**src/common/fpu_flag_pkg.sv**
```systemverilog
// Constants, encodings and types shared by the flag and rounding stage
package fpu_flag_pkg;
	// Rounding-mode field encodings
	localparam logic [1:0] RM_NEAREST = 2'h0;
	localparam logic [1:0] RM_ZERO    = 2'h1;
	// Precision-select encodings
	localparam logic PREC_SINGLE = 1'h0;
	localparam logic PREC_DOUBLE = 1'h1;

	// Widths of the packed formats
	localparam int EXP_W    = 11;
	localparam int FRAC_W   = 52;
	localparam int SEXP_W   = 8;
	localparam int SFRAC_W  = 23;
	localparam int BODY_W   = EXP_W + FRAC_W;
	// Single fraction sits in the top bits of the shared fraction bus
	localparam int SGL_SHIFT = FRAC_W - SFRAC_W;
	localparam int SGL_GUARD = SGL_SHIFT - 1;

	// Exponent limits
	localparam logic [EXP_W-1:0] DEXP_ONES = 11'h7ff;
	localparam logic [EXP_W-1:0] SEXP_ONES = 11'h0ff;
	localparam logic [EXP_W-1:0] EXP_ZERO  = 11'h000;
	// Largest normal single value, written on overflow when rounding toward zero
	localparam logic [31:0] SGL_MAX_NORMAL = 32'h7f7fffff;
	localparam logic [63:0] DBL_MAX_NORMAL = 64'h7fefffffffffffff;
	localparam logic [31:0] SGL_INF        = 32'h7f800000;
	localparam logic [63:0] DBL_INF        = 64'h7ff0000000000000;
	localparam int SGL_SIGN = 31;
	localparam int DBL_SIGN = 63;

	// Double add/subtract window with missed inexact
	localparam logic [EXP_W-1:0] QUIRK_DIFF_LO = 11'h02b;
	localparam logic [EXP_W-1:0] QUIRK_DIFF_HI = 11'h032;
	localparam int QUIRK_ONE_HI  = 31;
	localparam int QUIRK_ONE_LO  = 24;
	localparam int QUIRK_ZLO_HI  = 23;
	localparam int QUIRK_ZLO_LO  = 0;
	localparam int QUIRK_ZHI_HI  = 40;
	localparam int QUIRK_ZHI_LO  = 32;

	// Cause bit positions; flag and enable use the low five
	localparam int EXC_W = 5;
	localparam int CAUSE_W = 6;
	localparam int BIT_I = 0;
	localparam int BIT_U = 1;
	localparam int BIT_O = 2;
	localparam int BIT_Z = 3;
	localparam int BIT_V = 4;
	localparam int BIT_E = 5;

	// Least count of infinite operands for the sign fault
	localparam logic [2:0] INF_MIN_COUNT = 3'h2;

	typedef enum logic [2:0] {
		fp_add_op,
		fp_subtract_op,
		fp_multiply_op,
		fp_divide_op,
		fp_multiply_accumulate_op,
		inner_product_op,
		matrix_vector_transform_op
	} op_kind_t;
endpackage

```
**src/fpu_rounder.sv**
```systemverilog
// Rounding of an unrounded result to single or double precision
`timescale 1ns/1ps
module fpu_rounder
	import fpu_flag_pkg::*;
(
	input  wire logic              prec,
	input  wire logic [1:0]        rm,
	input  wire logic              sign,
	input  wire logic [EXP_W-1:0]  exp,
	input  wire logic [FRAC_W-1:0] frac,
	input  wire logic              guard_in,
	input  wire logic              sticky_in,
	input  wire logic              flip,
	output logic      [63:0]       result,
	output logic                   inexact,
	output logic                   tiny,
	output logic                   to_normal,
	output logic                   overflow
);
	// Exponent field of a packed body at the selected precision
	function automatic logic [EXP_W-1:0] exp_of(input logic p, input logic [BODY_W-1:0] b);
		if (p == PREC_DOUBLE) begin
			return b[BODY_W-1:FRAC_W];
		end
		return {3'h0, b[SEXP_W+SFRAC_W-1:SFRAC_W]};
	endfunction

	logic [BODY_W-1:0] base;
	logic [BODY_W-1:0] sum;
	logic              guard;
	logic              sticky;
	logic              lsb;
	logic              inc_ok;
	logic              inc;
	logic [EXP_W-1:0]  ones;

	// Align the body, then find guard, sticky and the kept LSB
	always_comb begin
		if (prec == PREC_DOUBLE) begin
			base   = {exp, frac};
			guard  = guard_in;
			sticky = sticky_in;
			lsb    = frac[0];
			ones   = DEXP_ONES;
		end else begin
			base   = {{(BODY_W-SEXP_W-SFRAC_W){1'b0}}, exp[SEXP_W-1:0], frac[FRAC_W-1:SGL_SHIFT]};
			guard  = frac[SGL_GUARD];
			sticky = (|frac[SGL_GUARD-1:0]) | guard_in | sticky_in;
			lsb    = frac[SGL_SHIFT];
			ones   = SEXP_ONES;
		end
		inexact = guard | sticky;
		inc_ok  = (rm == RM_NEAREST) & guard & (sticky | lsb);
		inc     = (flip & inexact) ? ~inc_ok : inc_ok;
		sum     = base + {{(BODY_W-1){1'b0}}, inc};
		tiny    = (exp_of(prec, base) == EXP_ZERO);
		to_normal = tiny & (exp_of(prec, sum) != EXP_ZERO);
		overflow  = (exp_of(prec, sum) == ones);
	end

	// Pack the rounded value; overflow gives infinity or the largest normal
	always_comb begin
		if (prec == PREC_DOUBLE) begin
			if (overflow) begin
				result = (rm == RM_ZERO) ? DBL_MAX_NORMAL : DBL_INF;
			end else begin
				result = {1'b0, sum};
			end
			result[DBL_SIGN] = sign;
		end else begin
			if (overflow) begin
				result = {32'h0, (rm == RM_ZERO) ? SGL_MAX_NORMAL : SGL_INF};
			end else begin
				result = {32'h0, sum[31:0]};
			end
			result[SGL_SIGN] = sign;
		end
	end
endmodule

```
**src/fpu_flag_unit.sv**
```systemverilog
// Completion stage of the FPU: rounding, exception cause, sticky flags and trap
`timescale 1ns/1ps
// Functional notes
// - Round-nearest tiny-to-normal: underflow flag stays clear
// - Still writes the correctly rounded normal value
// - Sets inexact instead of underflow there
// - Single window between largest denormal, smallest normal
// - Double window likewise, both signs
// - Rounding field 00 nearest, 01 toward zero
// - Precision bit 0 single, 1 double
// - Trap for sources whose enable is set; error source always traps
// - Vector ops may flag overflow on zero result
// - Vector ops sign wrong with same-sign infinities
// - Double add/sub, exponent gap 43-50, inexact missed
// - Needs smaller mantissa pattern on bits 40-0
// - Such cases round to the other neighbour
// - Error up to 1/256 LSB extra, both modes
// - Cause follows event; flag sticky, set only
// - Inner product always sets inexact cause and flag
module fpu_flag_unit
	import fpu_flag_pkg::*;
(
	// Clock and reset
	input  wire logic              CLOCK,
	input  wire logic              RSTN,
	// Mode, precision and trap enable fields
	input  wire logic [1:0]        ROUNDING_MODE_FIELD,
	input  wire logic              PRECISION_SELECT_BIT,
	input  wire logic [EXC_W-1:0]  EXC_ENABLE,
	// Software write of the sticky flags
	input  wire logic              FLAG_LOAD,
	input  wire logic [EXC_W-1:0]  FLAG_LOAD_DATA,
	// Completing op and its unrounded result
	input  wire logic              OP_VALID,
	input  wire op_kind_t          OP_KIND,
	input  wire logic              RAW_SIGN,
	input  wire logic [EXP_W-1:0]  RAW_EXP,
	input  wire logic [FRAC_W-1:0] RAW_FRAC,
	input  wire logic              RAW_GUARD,
	input  wire logic              RAW_STICKY,
	// Exception events from the datapath
	input  wire logic              SRC_ERROR,
	input  wire logic              SRC_INVALID,
	input  wire logic              SRC_DIVZERO,
	input  wire logic              SRC_OVERFLOW,
	// Vector op error bound and infinity status
	input  wire logic              ERR_BOUND_OVF,
	input  wire logic [2:0]        INF_OPERAND_COUNT,
	input  wire logic              INF_SAME_SIGN,
	// Add/subtract operand exponents and smaller mantissa
	input  wire logic [EXP_W-1:0]  OPN_EXP,
	input  wire logic [EXP_W-1:0]  OPM_EXP,
	input  wire logic [FRAC_W-1:0] SMALL_MANT,
	// Completion strobes, destination write and status
	output logic                   DONE,
	output logic                   DEST_WE,
	output logic      [63:0]       DEST_DATA,
	output logic      [CAUSE_W-1:0] CAUSE,
	output logic      [EXC_W-1:0]  FLAGS,
	output logic                   TRAP
);
	// Registered completion state; each output is one field
	typedef struct packed {
		logic               done;
		logic               dest_we;
		logic [63:0]        dest;
		logic [CAUSE_W-1:0] cause;
		logic [EXC_W-1:0]   flags;
		logic               trap;
	} state_t;

	state_t state_r;
	state_t state_nxt;

	////////////////////////////////////////////////////////////////////////////
	// Operation classification

	// Absolute difference of two exponents
	function automatic logic [EXP_W-1:0] exp_gap(input logic [EXP_W-1:0] a,
		input logic [EXP_W-1:0] b);
		if (a > b) begin
			return a - b;
		end
		return b - a;
	endfunction

	logic             is_double;
	logic             is_vector;
	logic             is_addsub;
	logic [EXP_W-1:0] gap;
	logic             gap_hit;
	logic             mant_one;
	logic             mant_zero_lo;
	logic             mant_zero_hi;
	logic             quirk;
	logic             inf_fault;
	logic             sign_eff;

	// Decode precision and op kind
	always_comb begin
		is_double = (PRECISION_SELECT_BIT == PREC_DOUBLE);
		is_vector = (OP_KIND == inner_product_op) || (OP_KIND == matrix_vector_transform_op);
		is_addsub = (OP_KIND == fp_add_op) || (OP_KIND == fp_subtract_op);
	end

	// Add/subtract fault window: exponent gap and smaller mantissa pattern
	always_comb begin
		gap          = exp_gap(OPN_EXP, OPM_EXP);
		gap_hit      = (gap >= QUIRK_DIFF_LO) && (gap <= QUIRK_DIFF_HI);
		mant_one     = |SMALL_MANT[QUIRK_ONE_HI:QUIRK_ONE_LO];
		mant_zero_lo = (SMALL_MANT[QUIRK_ZLO_HI:QUIRK_ZLO_LO] == '0);
		mant_zero_hi = (SMALL_MANT[QUIRK_ZHI_HI:QUIRK_ZHI_LO] == '0);
		// Only double-precision add and subtract show the fault
		quirk        = is_double && is_addsub && gap_hit
			&& mant_one && mant_zero_lo && mant_zero_hi;
	end

	// Infinite partial products of one sign flip the result sign
	always_comb begin
		inf_fault = is_vector && INF_SAME_SIGN && (INF_OPERAND_COUNT >= INF_MIN_COUNT);
		sign_eff  = RAW_SIGN ^ inf_fault;
	end

	////////////////////////////////////////////////////////////////////////////
	// Rounding

	logic [63:0] rnd_result;
	logic        rnd_inexact;
	logic        rnd_tiny;
	logic        rnd_to_normal;
	logic        rnd_overflow;

	fpu_rounder u_rounder (
		.prec      (PRECISION_SELECT_BIT),
		.rm        (ROUNDING_MODE_FIELD),
		.sign      (sign_eff),
		.exp       (RAW_EXP),
		.frac      (RAW_FRAC),
		.guard_in  (RAW_GUARD),
		.sticky_in (RAW_STICKY),
		.flip      (quirk),
		.result    (rnd_result),
		.inexact   (rnd_inexact),
		.tiny      (rnd_tiny),
		.to_normal (rnd_to_normal),
		.overflow  (rnd_overflow)
	);

	////////////////////////////////////////////////////////////////////////////
	// Cause, flag and trap update

	logic [CAUSE_W-1:0] cause_new;
	logic               suppress_u;
	logic               trap_new;
	logic [EXC_W-1:0]   flags_base;

	// Tiny result lifted to normal in nearest mode hides underflow
	always_comb begin
		suppress_u = (ROUNDING_MODE_FIELD == RM_NEAREST) && rnd_to_normal;
	end

	// Exception cause of the completing op
	always_comb begin
		cause_new = '0;
		// Datapath events pass straight through
		cause_new[BIT_E] = SRC_ERROR;
		cause_new[BIT_V] = SRC_INVALID;
		cause_new[BIT_Z] = SRC_DIVZERO;
		// Overflow from the datapath, from rounding or from a vector error bound
		cause_new[BIT_O] = SRC_OVERFLOW || rnd_overflow || (is_vector && ERR_BOUND_OVF);
		// Underflow needs a tiny inexact result not lifted to normal in nearest mode
		cause_new[BIT_U] = rnd_tiny && rnd_inexact && !suppress_u;
		// Inexact from rounding loss unless the add/sub fault masks it; forced cases on top
		cause_new[BIT_I] = (rnd_inexact && !quirk) || suppress_u || is_vector
			|| cause_new[BIT_O];
	end

	// The error source always traps; the others only when enabled
	always_comb begin
		trap_new = cause_new[BIT_E] || (|(cause_new[EXC_W-1:0] & EXC_ENABLE));
	end

	// Software load first, hardware set wins over it
	always_comb begin
		flags_base = FLAG_LOAD ? FLAG_LOAD_DATA : state_r.flags;
	end

	// Build next state at completion
	always_comb begin
		state_nxt         = state_r;
		state_nxt.flags   = flags_base;
		state_nxt.done    = OP_VALID;
		state_nxt.dest_we = 1'b0;
		state_nxt.trap    = 1'b0;
		if (OP_VALID) begin
			state_nxt.cause = cause_new;
			state_nxt.flags = flags_base | cause_new[EXC_W-1:0];
			state_nxt.trap  = trap_new;
			// A trapping op drops the destination write strobe; DEST_DATA still takes the result
			state_nxt.dest_we = !trap_new;
			state_nxt.dest    = rnd_result;
		end
	end

	////////////////////////////////////////////////////////////////////////////
	// Registers and outputs

	// State register
	always_ff @(posedge CLOCK or negedge RSTN) begin
		if (!RSTN) begin
			state_r <= '0;
		end else begin
			state_r <= state_nxt;
		end
	end

	// Outputs straight from the state register
	assign DONE      = state_r.done;
	assign DEST_WE   = state_r.dest_we;
	assign TRAP      = state_r.trap;

	// Result and status hold until the next op or load
	assign DEST_DATA = state_r.dest;
	assign CAUSE     = state_r.cause;
	assign FLAGS     = state_r.flags;
endmodule

```
**config.mk**
```make
export PLATFORM = sky130hd
export DESIGN_NAME = fpu_flag_unit
export DESIGN_NICKNAME = d
export VERILOG_FILES = /design/src/common/fpu_flag_pkg.sv /design/src/fpu_rounder.sv /design/src/fpu_flag_unit.sv
export SDC_FILE = /design/constraint.sdc
export NUM_CORES = 1
export LEC_CHECK = 0
export BUFFER_PORTS_ARGS = -buffer_cell sky130_fd_sc_hd__buf_2
export CAP_MARGIN = 20
export CORE_MARGIN = 4
export CORE_UTILIZATION = 25
export DETAILED_ROUTE_END_ITERATION = 16
export PLACE_DENSITY = 0.54
export SETUP_SLACK_MARGIN = 0.2
export SYNTH_ARGS = -nofsm -noshare
export SYNTH_HDL_FRONTEND = slang
export SYNTH_SLANG_ARGS = --single-unit
```
**constraint.sdc**
```tcl
create_clock -name CLOCK -period 2 [get_ports CLOCK]
set_input_delay 0.4 -clock CLOCK [delete_from_list [all_inputs] [get_ports CLOCK]]
set_output_delay 0.4 -clock CLOCK [all_outputs]
set_load 0.005 [all_outputs]
```
=== After elaboration in Yosys (flattened, before gate mapping) ===
Index checks and enable logic that the tools add are counted.
W data, S select, Z words.

* Input bits: 169
* Register bits after elaboration: 78
* Word-level logic and storage cells: 84

* Reduce and logical (&&, ||, !) cells: 33
* Muxes and demuxes: 21
* Bitwise operators: 12
* $lt $le $gt $ge: 4
* Equal/unequal tests: 5
* $add $sub $neg: 3

{| class="wikitable"
|+ Operators by type and width
! kind !! count
|-
| $mux W63 || 2
|-
| $mux W11 || 7
|-
| $mux W77 || 1
|-
| $mux W64 || 1
|-
| $add A63 B1 Y63 || 1
|-
| $mux W53 || 1
|-
| $mux W31 || 1
|-
| $reduce_or A28 Y1 || 1
|-
| $logic_not A24 Y1 || 1
|-
| $mux W24 || 1
|-
| $sub A11 B11 Y11 || 2
|-
| $logic_and A1 B1 Y1 || 13
|-
| $eq A11 B11 Y1 || 1
|-
| $ge A11 B6 Y1 const B || 1
|-
| $gt A11 B11 Y1 || 1
|-
| $le A11 B6 Y1 const B || 1
|-
| $logic_not A11 Y1 || 1
|-
| $reduce_bool A11 Y1 || 1
|-
| $logic_not A9 Y1 || 1
|-
| $logic_or A1 B1 Y1 || 8
|-
| $reduce_or A8 Y1 || 1
|-
| $eq A3 B3 Y1 const B || 2
|-
| $mux W1 || 6
|-
| $and A5 B5 Y5 || 1
|-
| 13 further kinds || 21
|}

=== Depth between registers and ports, before layout ===
Gate-level depths: netlist of run 1.

* Depth in word-level cells: 25
* Gate-level depth with buffers: 29

=== Modules after synthesis ===
From an unflattened synthesis of run 1, not the netlist that was laid out.

* Cell total of the unflattened synthesis: 954
* Area total of the unflattened synthesis: 8114.0 µm²

{| class="wikitable"
|+ Modules (own cells, without submodules)
! module !! cells an instance !! area an instance (µm²) !! instances
|-
| fpu_flag_unit || 400 || 4435.5 || 1
|-
| fpu_rounder || 554 || 3678.5 || 1
|}

=== Least setup slack after synthesis of run 1 ===
No wires, ideal clock.

* Kind: input to register
* Start: input OPN_EXP[3]
* End: register state_r, in the netlist DEST_DATA[3]
* Required time: 1918 ps
* Arrival: 6411 ps
* Path slack: -4493 ps
* Buffers on the path: 4
* Stages on the path: 27
* Setup time: 82 ps
* Cell sequence: inv_1 > ha_1 > clkbuf_1 > o2111ai_1 > a311o_1 > a211o_1 > clkbuf_1 > or2_2 > a21o_1 > a211o_1 > a2111o_1 > xnor2_1 > mux2_2 > ha_1 > ha_1 > nand4_1 > a221oi_2 > nand3_1 > nor3_1 > nor3b_2 > o22a_1 > nand4_1 > or4_1 > or2_1 > buf_2 > buf_6 > a31oi_1

* Word-level cells in the longest chain between the ends: 17
* Elaborated cells between the ends (all ways): 22
* Classes of those cells: 3 x add/sub; 3 x order compare; 1 x eq/ne; 9 x mux; 1 x bitwise; 5 x reduce/logical

{| class="wikitable"
|+ Ends and longest elaborated chain
! what !! RTL line !! RTL
|-
| start, declared || fpu_flag_unit.sv:51 || <nowiki>input wire logic [EXP_W-1:0] OPN_EXP,</nowiki>
|-
| $sub A11 B11 Y11 or $gt A11 B11 Y1 (tied branches) || fpu_flag_unit.sv:82, fpu_flag_unit.sv:81 ||
|-
| $mux W11 or $mux W1 (tied branches) || fpu_flag_unit.sv:81 || <nowiki>if (a > b) begin</nowiki>
|-
| $mux W11 (*) || fpu_flag_unit.sv:84 || <nowiki>return b - a;</nowiki>
|-
| $ge A11 B6 Y1 or $le A11 B6 Y1 (tied branches) || fpu_flag_unit.sv:109 || <nowiki>gap_hit = (gap >= QUIRK_DIFF_LO) && (gap <= QUIRK_DIFF_HI);</nowiki>
|-
| $logic_and A1 B1 Y1 (*) || fpu_flag_unit.sv:109 ||
|-
| $logic_and A1 B1 Y1 (*) || fpu_flag_unit.sv:114 || <nowiki>quirk = is_double && is_addsub && gap_hit</nowiki>
|-
| $logic_and A1 B1 Y1 (*) (3 in a row) || fpu_flag_unit.sv:115 || <nowiki>&& mant_one && mant_zero_lo && mant_zero_hi;</nowiki>
|-
| $and A1 B1 Y1 (*) || fpu_rounder.sv:54 || <nowiki>inc = (flip & inexact) ? ~inc_ok : inc_ok;</nowiki>
|-
| $mux W1 (*) || fpu_rounder.sv:54 ||
|-
| $add A63 B1 Y63 (*) || fpu_rounder.sv:55 || <nowiki>sum = base + {{(BODY_W-1){1'b0}}, inc};</nowiki>
|-
| $mux W11 || fpu_rounder.sv:22 || <nowiki>if (p == PREC_DOUBLE) begin</nowiki>
|-
| $mux W11 || fpu_rounder.sv:25 || <nowiki>return {3'h0, b[SEXP_W+SFRAC_W-1:SFRAC_W]};</nowiki>
|-
| $eq A11 B11 Y1 || fpu_rounder.sv:58 || <nowiki>overflow = (exp_of(prec, sum) == ones);</nowiki>
|-
| $mux W31 or $mux W63 (tied branches) || fpu_rounder.sv:71, fpu_rounder.sv:64 ||
|-
| $mux W64 (*) || fpu_rounder.sv:63 || <nowiki>if (prec == PREC_DOUBLE) begin</nowiki>
|-
| end signal, assigned || fpu_flag_unit.sv:213 || <nowiki>state_r <= state_nxt;</nowiki>
|-
| end, declared || fpu_flag_unit.sv:72 || <nowiki>state_t state_r;</nowiki>
|}

Every way passes the cells marked *; elsewhere a longest branch is shown, timed or not. The select of a mux whose other input is x is not followed.
A chain may end at the register's enable or synchronous reset.

=== Worst setup path after layout of run 1 ===
* Start: input OPN_EXP[1]
* End: register state_r, in the netlist DEST_DATA[13]

Same word-level chain as after synthesis.

==> impl_metrics.toml, run 1 <==
[critical_path]
cp-end-kind = "register"
timing.rr.end = "FLAGS[0]$_DFF_PN0_"
cp.required_ns = 2.28
crit_arrival_ns = 6.53
path_common_cell = "buf_4"
critical_path_class = "in -> reg"
reg2reg_from = "FLAGS[0]$_DFF_PN0_"
cp-start-kind = "input pin"
r2r_slack_ns = 0.98
critPathMaxStageDelay_ns = 0.59
critical_path.slowest_cell = "or4_4"
rr_worst_depth = 3
crit_fanout = 6

[clock_network]
cts_max_level = 3
root_buffer = "clkbuf_16"
clkTransAtPathRegs_ns = 0.07
worstSkewPairLatency_ns = 0.35
cts_tree = "done"
clockBufferDepth = 2
numCtsBuffers = 9
cts_hold_buf = 0
cts_sinks = 78

[floorplanning]
row_count = 62
die_w_um = 179
io_pins = 247
core-area_um2 = 28800
start_util_pct = 25.4
die_h_um = 179
die-area_um2 = 32100

[detailed_routing]
drc = 0
vias_per_cell = 5.12
drt_wl_total_mm = 34.6
dr.pass1.iters = 5
vias = 9508
drt-initial-drc-count = 678
ant_nets = 0
wl_per_cell_um = 18.7

[timing]
slew_headroom_pct = 51.0
setup_viol = 71
slew_violations = 0
rsz0062_at_grt = "yes"
tightest_slew_ns = 0.727
fin_crit_sh_pct = 313
fin_crit_ns = 6.26
timing.fmax_mhz = 160
clock_skew_ns = 0
fin_ws_ns = -4.26
hold_slack_ns = 0.00530
hold_viol = 0

[cells_and_area]
final_common_cell = "buf_4"
finalNonFillerCells = 1856
final_cell_mix = "buf_4, buf_2, nand2_1"
antenna_cells = 0
final_nets = 1662
fillCellCount = 2786
final_layout_size_suffix_gt1_share_pct = 51.4
area_growth_pct = 80.0

[run]
max-cap-violations = 0

[placed_design]
place.port_buffers = 234
place_congestion = 0.978
dp.cells = 1779
place_hpwl_mm = 26.3

[synth]
yosys_warnings = 0
synthFlopType = "dfrtp_1"
synth.distinct_cells = 72
ys_seq_area_share_pct = 26.6
async_flop_share_pct = 100
synthCells = 921
synth.avg_cell_area_um2 = 7.95
synth_nets = 1116
syn_area_um2 = 7320
synth_seq_cells = 78
synth-edff-count = 0

[global_routing]
grt_max_degree = 79
grt_pass1_wl_mm = 50.9
antenna_found_initial = 1
track_usage_pct = 20.3
overflow = 0
grt_pass1_vias = 9301

[status]
violations = "setup timing"
status = "finished, violations left"

[power]
p_leak_nw = 6.21
fin_total_pwr_mw = 5.57
powerDensity_nw_per_um2 = 422
ir_worst_vdd_uv = 314

[hold_path]
worst_hold_path_type = "in -> async"
-- metrics by stage --
step                instance area [um^2]  setup slack, ns  util, %  TNS [ns]
detailed placement                 11300            -4.68     39.2   -309.59
global route                       13200            -4.47     45.8   -300.79
finish                             13200            -4.26     45.8   -282.32
CTS                                12400            -4.11     43.0   -274.48
global placement                   11300            -4.54     39.2   -303.66
floorplan                           7630            -4.09        -   -263.26
-- state kept, by name, indices dropped and copies added, names as in the netlist --
name,count
DEST_DATA,64
DONE,1
TRAP,1
FLAGS,5
CAUSE,6
DEST_WE,1
-- repair_timing --
item,in CTS,in global routing
gates resized for setup,76,108
endpoints found under the hold margin,0,0
buffers inserted,29,22
cloned,8,2
pin swaps,34,67
endpoints found under the setup margin,72,72
-- per-layer routing --
| layer | vias up | GRT usage (%) | part of all wire [%] |
|---|---|---|---|
| li1 | 4511 | - | - |
| met1 | 4521 | 27.5 | 43 |
| met2 | 396 | 33.3 | 46 |
| met3 | 78 | 2.95 | 6.5 |
| met4 | 2 | 6.57 | 3.7 |
| met5 | - | 0 | 0.038 |
-- cells in the mapped netlist, drive strengths merged (7+ instances only) --
| cell | instances | area share [%] |
|---|---|---|
| nand4 | 27 | 2.3 |
| and3 | 16 | 1.4 |
| a31oi | 33 | 2.8 |
| nor3 | 17 | 1.2 |
| clkbuf | 40 | 2.0 |
| mux2 | 8 | 1.2 |
| a21oi | 36 | 2.5 |
| dfrtp | 78 | 27 |
| and2 | 11 | 0.94 |
| ha | 24 | 4.1 |
| mux2i | 35 | 4.8 |
| a21o | 10 | 1.0 |
| a211oi | 9 | 0.92 |
| buf | 16 | 1.4 |
| and4 | 9 | 1.1 |
| o31ai | 7 | 0.72 |
| o2bb2ai | 24 | 2.9 |
| inv | 39 | 2.0 |
| a22oi | 8 | 0.82 |
| nor4 | 34 | 3.2 |
| o21ai | 21 | 1.4 |
| nand3b | 23 | 2.5 |
| nand2 | 98 | 5.0 |
| xor2 | 38 | 4.5 |
| nor2b | 7 | 0.60 |
| nand3 | 49 | 3.3 |
| nor2 | 83 | 4.3 |
| xnor2 | 36 | 4.3 |
-- cell families after synthesis --
logic type      Yosys count  share of synthesized area, %
compound gates          201                          19.4
xor+xnor                 74                          8.85
fa+ha+maj                26                          4.65
buf+inv                  96                          5.52
flops                    78                          26.6
mux                      43                          6.01
simple gates            403                          28.9
-- area by class of cell --
type                    instances  area (um^2)  share of cell area [%]
flip-flops and latches         78         1950                    14.8
multi-input cells             747         5980                    45.4
clock inverters                 5         41.3                   0.313
repair buffers                591         4320                    32.8
well taps                     384          480                    3.64
inverters                      40          154                    1.17
clock buffers                  11          253                    1.92
-- worst max-delay path by stage --
stage	startpoint	end	slack [ns]	depth (start not counted)
after floorplan	OPN_EXP[1]	DEST_DATA[10]$_DFFE_PN0P_	-4.09	27
after global placement	OPN_EXP[1]	DEST_DATA[10]$_DFFE_PN0P_	-4.54	26
after detailed placement	OPM_EXP[0]	DEST_DATA[7]$_DFFE_PN0P_	-4.68	28
after CTS	OPN_EXP[1]	DEST_DATA[7]$_DFFE_PN0P_	-4.11	27
after global routing	OPM_EXP[0]	DEST_DATA[4]$_DFFE_PN0P_	-4.47	30
final	OPN_EXP[1]	DEST_DATA[13]$_DFFE_PN0P_	-4.26	30
-- worst max-delay path, delay by kind of cell --
family | cells | cell delay (ns)
AO/OA/AOI/OAI | 9 | 2.19
AND/OR/NAND/NOR | 9 | 1.98
buffers and inverters | 7 | 0.88
adder cells (fa/ha/maj) | 3 | 0.62
multiplexers | 1 | 0.31
XOR/XNOR | 1 | 0.15
-- report_power, final --
| group | internal, mW | switching (mW) | leakage, nW |
|---|---|---|---|
| logic | 1.02 | 1.06 | 5.13 |
| registers | 1.72 | 0.0862 | 0.938 |
| clock network | 0.919 | 0.763 | 0.138 |
| total | 3.66 | 1.91 | 6.21 |
Note: power is estimated with default switching activity, not from simulation.
==> run 2: changes to the inputs <==
--- a/config.mk
+++ b/config.mk
@@ -11,7 +11,7 @@
 export CORE_UTILIZATION = 25
 export DETAILED_ROUTE_END_ITERATION = 16
 export PLACE_DENSITY = 0.54
-export SETUP_SLACK_MARGIN = 0.2
+export SETUP_SLACK_MARGIN = 0.5
 export SYNTH_ARGS = -nofsm -noshare
 export SYNTH_HDL_FRONTEND = slang
 export SYNTH_SLANG_ARGS = --single-unit
==> run 2 against run 1 <==
The flow still finishes with violations (setup timing); clock power up 9.5%; die area unchanged; cell area decreased by 0.47%; largest cell class unchanged; critical path depth fell by 3; via count down 1.7%; power is 2.9% higher; non-clock buffer count is 2 lower.
==> impl_metrics.toml, run 2 (same netlist as run 1, synthesis figures left out) <==
[timing]
tightest_slew_ns = 0.611
timing.fmax_mhz = 162
slew_headroom_pct = 58.8
fin_crit_ns = 6.17
setup_viol = 71
rsz0062_at_grt = "yes"
slew_violations = 0
clock_skew_ns = 0
fin_crit_sh_pct = 309
fin_ws_ns = -4.17
hold_viol = 0

[power]
powerDensity_nw_per_um2 = 437
p_sw_mw = 1.85
p_leak_nw = 6.15
pwr-share-seq_pct = 31.5
sw_frac_of_total_pct = 32.3
intPower_mw = 3.88
share_comb_of_total_power_pct = 36.3
pwr-share-clk_pct = 32.2
ir_worst_vdd_uv = 303

[clock_network]
numCtsBuffers = 9
clkTransAtPathRegs_ns = 0.06
root_buffer = "clkbuf_16"
worstSkewPairLatency_ns = 0.35
cts_sinks = 78
cts_tree = "done"
clockBufferDepth = 2
cts_max_level = 3

[floorplanning]
die_w_um = 179
io_pins = 247
core-area_um2 = 28800
start_util_pct = 25.4
die-area_um2 = 32100
die_h_um = 179
row_count = 62

[detailed_routing]
drt-initial-drc-count = 559
drc = 0
ant_nets = 0
wl_per_cell_um = 18.1
dr.pass1.iters = 5
vias_per_cell = 5.03
vias = 9350
drt_wl_total_mm = 33.7

[hold_path]
hold_path_end = "FLAGS[1]$_DFF_PN0_"
worst_hold_path_type = "in -> reg"
holdPathStages = 3
worstHoldStart = "FLAG_LOAD_DATA[1]"

[status]
violations = "setup timing"
status = "finished, violations left"

[critical_path]
rr_worst_depth = 3
cp-start-kind = "input pin"
crit_arrival_ns = 6.45
critPathBufInv = 4
cp-end-kind = "register"
cpLargestDelayFamily = "compound AO/OA/AOI/OAI gates"
r2r_slack_ns = 0.87
cp.required_ns = 2.27
reg2reg_from = "FLAGS[0]$_DFF_PN0_"
timing.rr.end = "FLAGS[0]$_DFF_PN0_"
crit_fanout = 6
critPathMaxStageDelay_ns = 0.47
critical_path_class = "in -> reg"
path_common_cell = "ha_4"
critical_path.slowest_cell = "a2111o_1"

[global_routing]
overflow = 0
grt_pass1_vias = 9189
track_usage_pct = 20.2
grt_pass1_wl_mm = 50.5
antenna_found_initial = 5
grt_max_degree = 69

[cells_and_area]
fin_util_pct = 45.6
final_nets = 1660
finalNonFillerCells = 1858
area_growth_pct = 79.1
final_cell_mix = "buf_4, buf_2, nand2_1"
final_layout_size_suffix_gt1_share_pct = 50.7
final_common_cell = "buf_4"
largest_register_ff_count = 64

[placed_design]
place_congestion = 0.967
place.port_buffers = 234
dp.cells = 1781
place_hpwl_mm = 26.6

[run]
max-cap-violations = 0
run 2: cell types whose count changed in the layout (fill, tap and decap cells not counted), sizes merged:
| cell | before | now |
|---|---|---|
| inv | 39 | 38 |
| buf | 588 | 587 |
| clkinvlp | 3 | 1 |
| bufinv | 0 | 2 |
| diode | 0 | 4 |
| clkbuf | 14 | 13 |
| dlygate4sd3 | 0 | 1 |
run 2: final cells by class:
type	count	area, um^2
repair buffers	589	4290
well taps	384	480
multi-input cells	747	5910
inverters	40	154
diodes	4	10.0
flip-flops and latches	78	1950
fillers	2823	15700
clock inverters	4	70.1
clock buffers	12	246
run 2: worst max-delay path by stage:
stage,start,end,slack [ns],cells after the start
CTS,OPN_EXP[1],DEST_DATA[4]$_DFFE_PN0P_,-4.08,26
global placement,OPN_EXP[1],TRAP$_DFF_PN0_,-4.46,27
detailed placement,OPM_EXP[0],DEST_DATA[4]$_DFFE_PN0P_,-4.67,29
floorplan,OPN_EXP[1],DEST_DATA[10]$_DFFE_PN0P_,-4.09,27
global route,OPN_EXP[1],DEST_DATA[24]$_DFFE_PN0P_,-4.46,32
finish,OPN_EXP[1],DEST_DATA[12]$_DFFE_PN0P_,-4.17,27
run 2: layer usage:
| layer | GRT usage, % | vias to the layer above | share of wire [%] |
|---|---|---|---|
| met4 | 5.81 | 4 | 2.6 |
| met5 | 0 | - | 0.062 |
| met2 | 33.2 | 336 | 46 |
| met3 | 3.56 | 46 | 6.7 |
| li1 | - | 4512 | - |
| met1 | 27.1 | 4452 | 44 |
run 2: per-stage QoR:
| step | cell area (um^2) | hold WS, ns | setup TNS [ns] | power, mW | setup WS [ns] |
|---|---|---|---|---|---|
| floorplan | 7660 | 0.104 | -263.23 | 2.67 | -4.09 |
| CTS | 12500 | 0.271 | -268.81 | 5.69 | -4.08 |
| finish | 13100 | 0.276 | -276.31 | 5.73 | -4.17 |
| detailed placement | 11300 | 0.381 | -307.64 | 3.70 | -4.67 |
| global placement | 11300 | 0.366 | -297.39 | 3.69 | -4.46 |
| global route | 13100 | 0.299 | -295.59 | 6.04 | -4.46 |
run 2: power groups by stage:
stage                     clock network (mW)  registers, mW  logic [mW]
after CTS                               1.89           1.80        2.00
after global routing                    1.95           1.82        2.27
after detailed placement                   0           1.83        1.88
after global placement                     0           1.83        1.86
after floorplan                            0           1.83       0.833
final                                   1.84           1.80        2.08
run 2: what timing repair did:
action,CTS,global route
endpoints found under the hold margin,5,0
setup endpoints to repair,72,71
pin swaps,41,67
resized for setup,104,73
hold buffers,1,0
setup buffers,33,14
cloned,8,1
run 2: tightest hold or removal path: stages:
cell,delay [ns]
buf_2,0.07
mux2i_1,0.05
o21ai_1,0.06
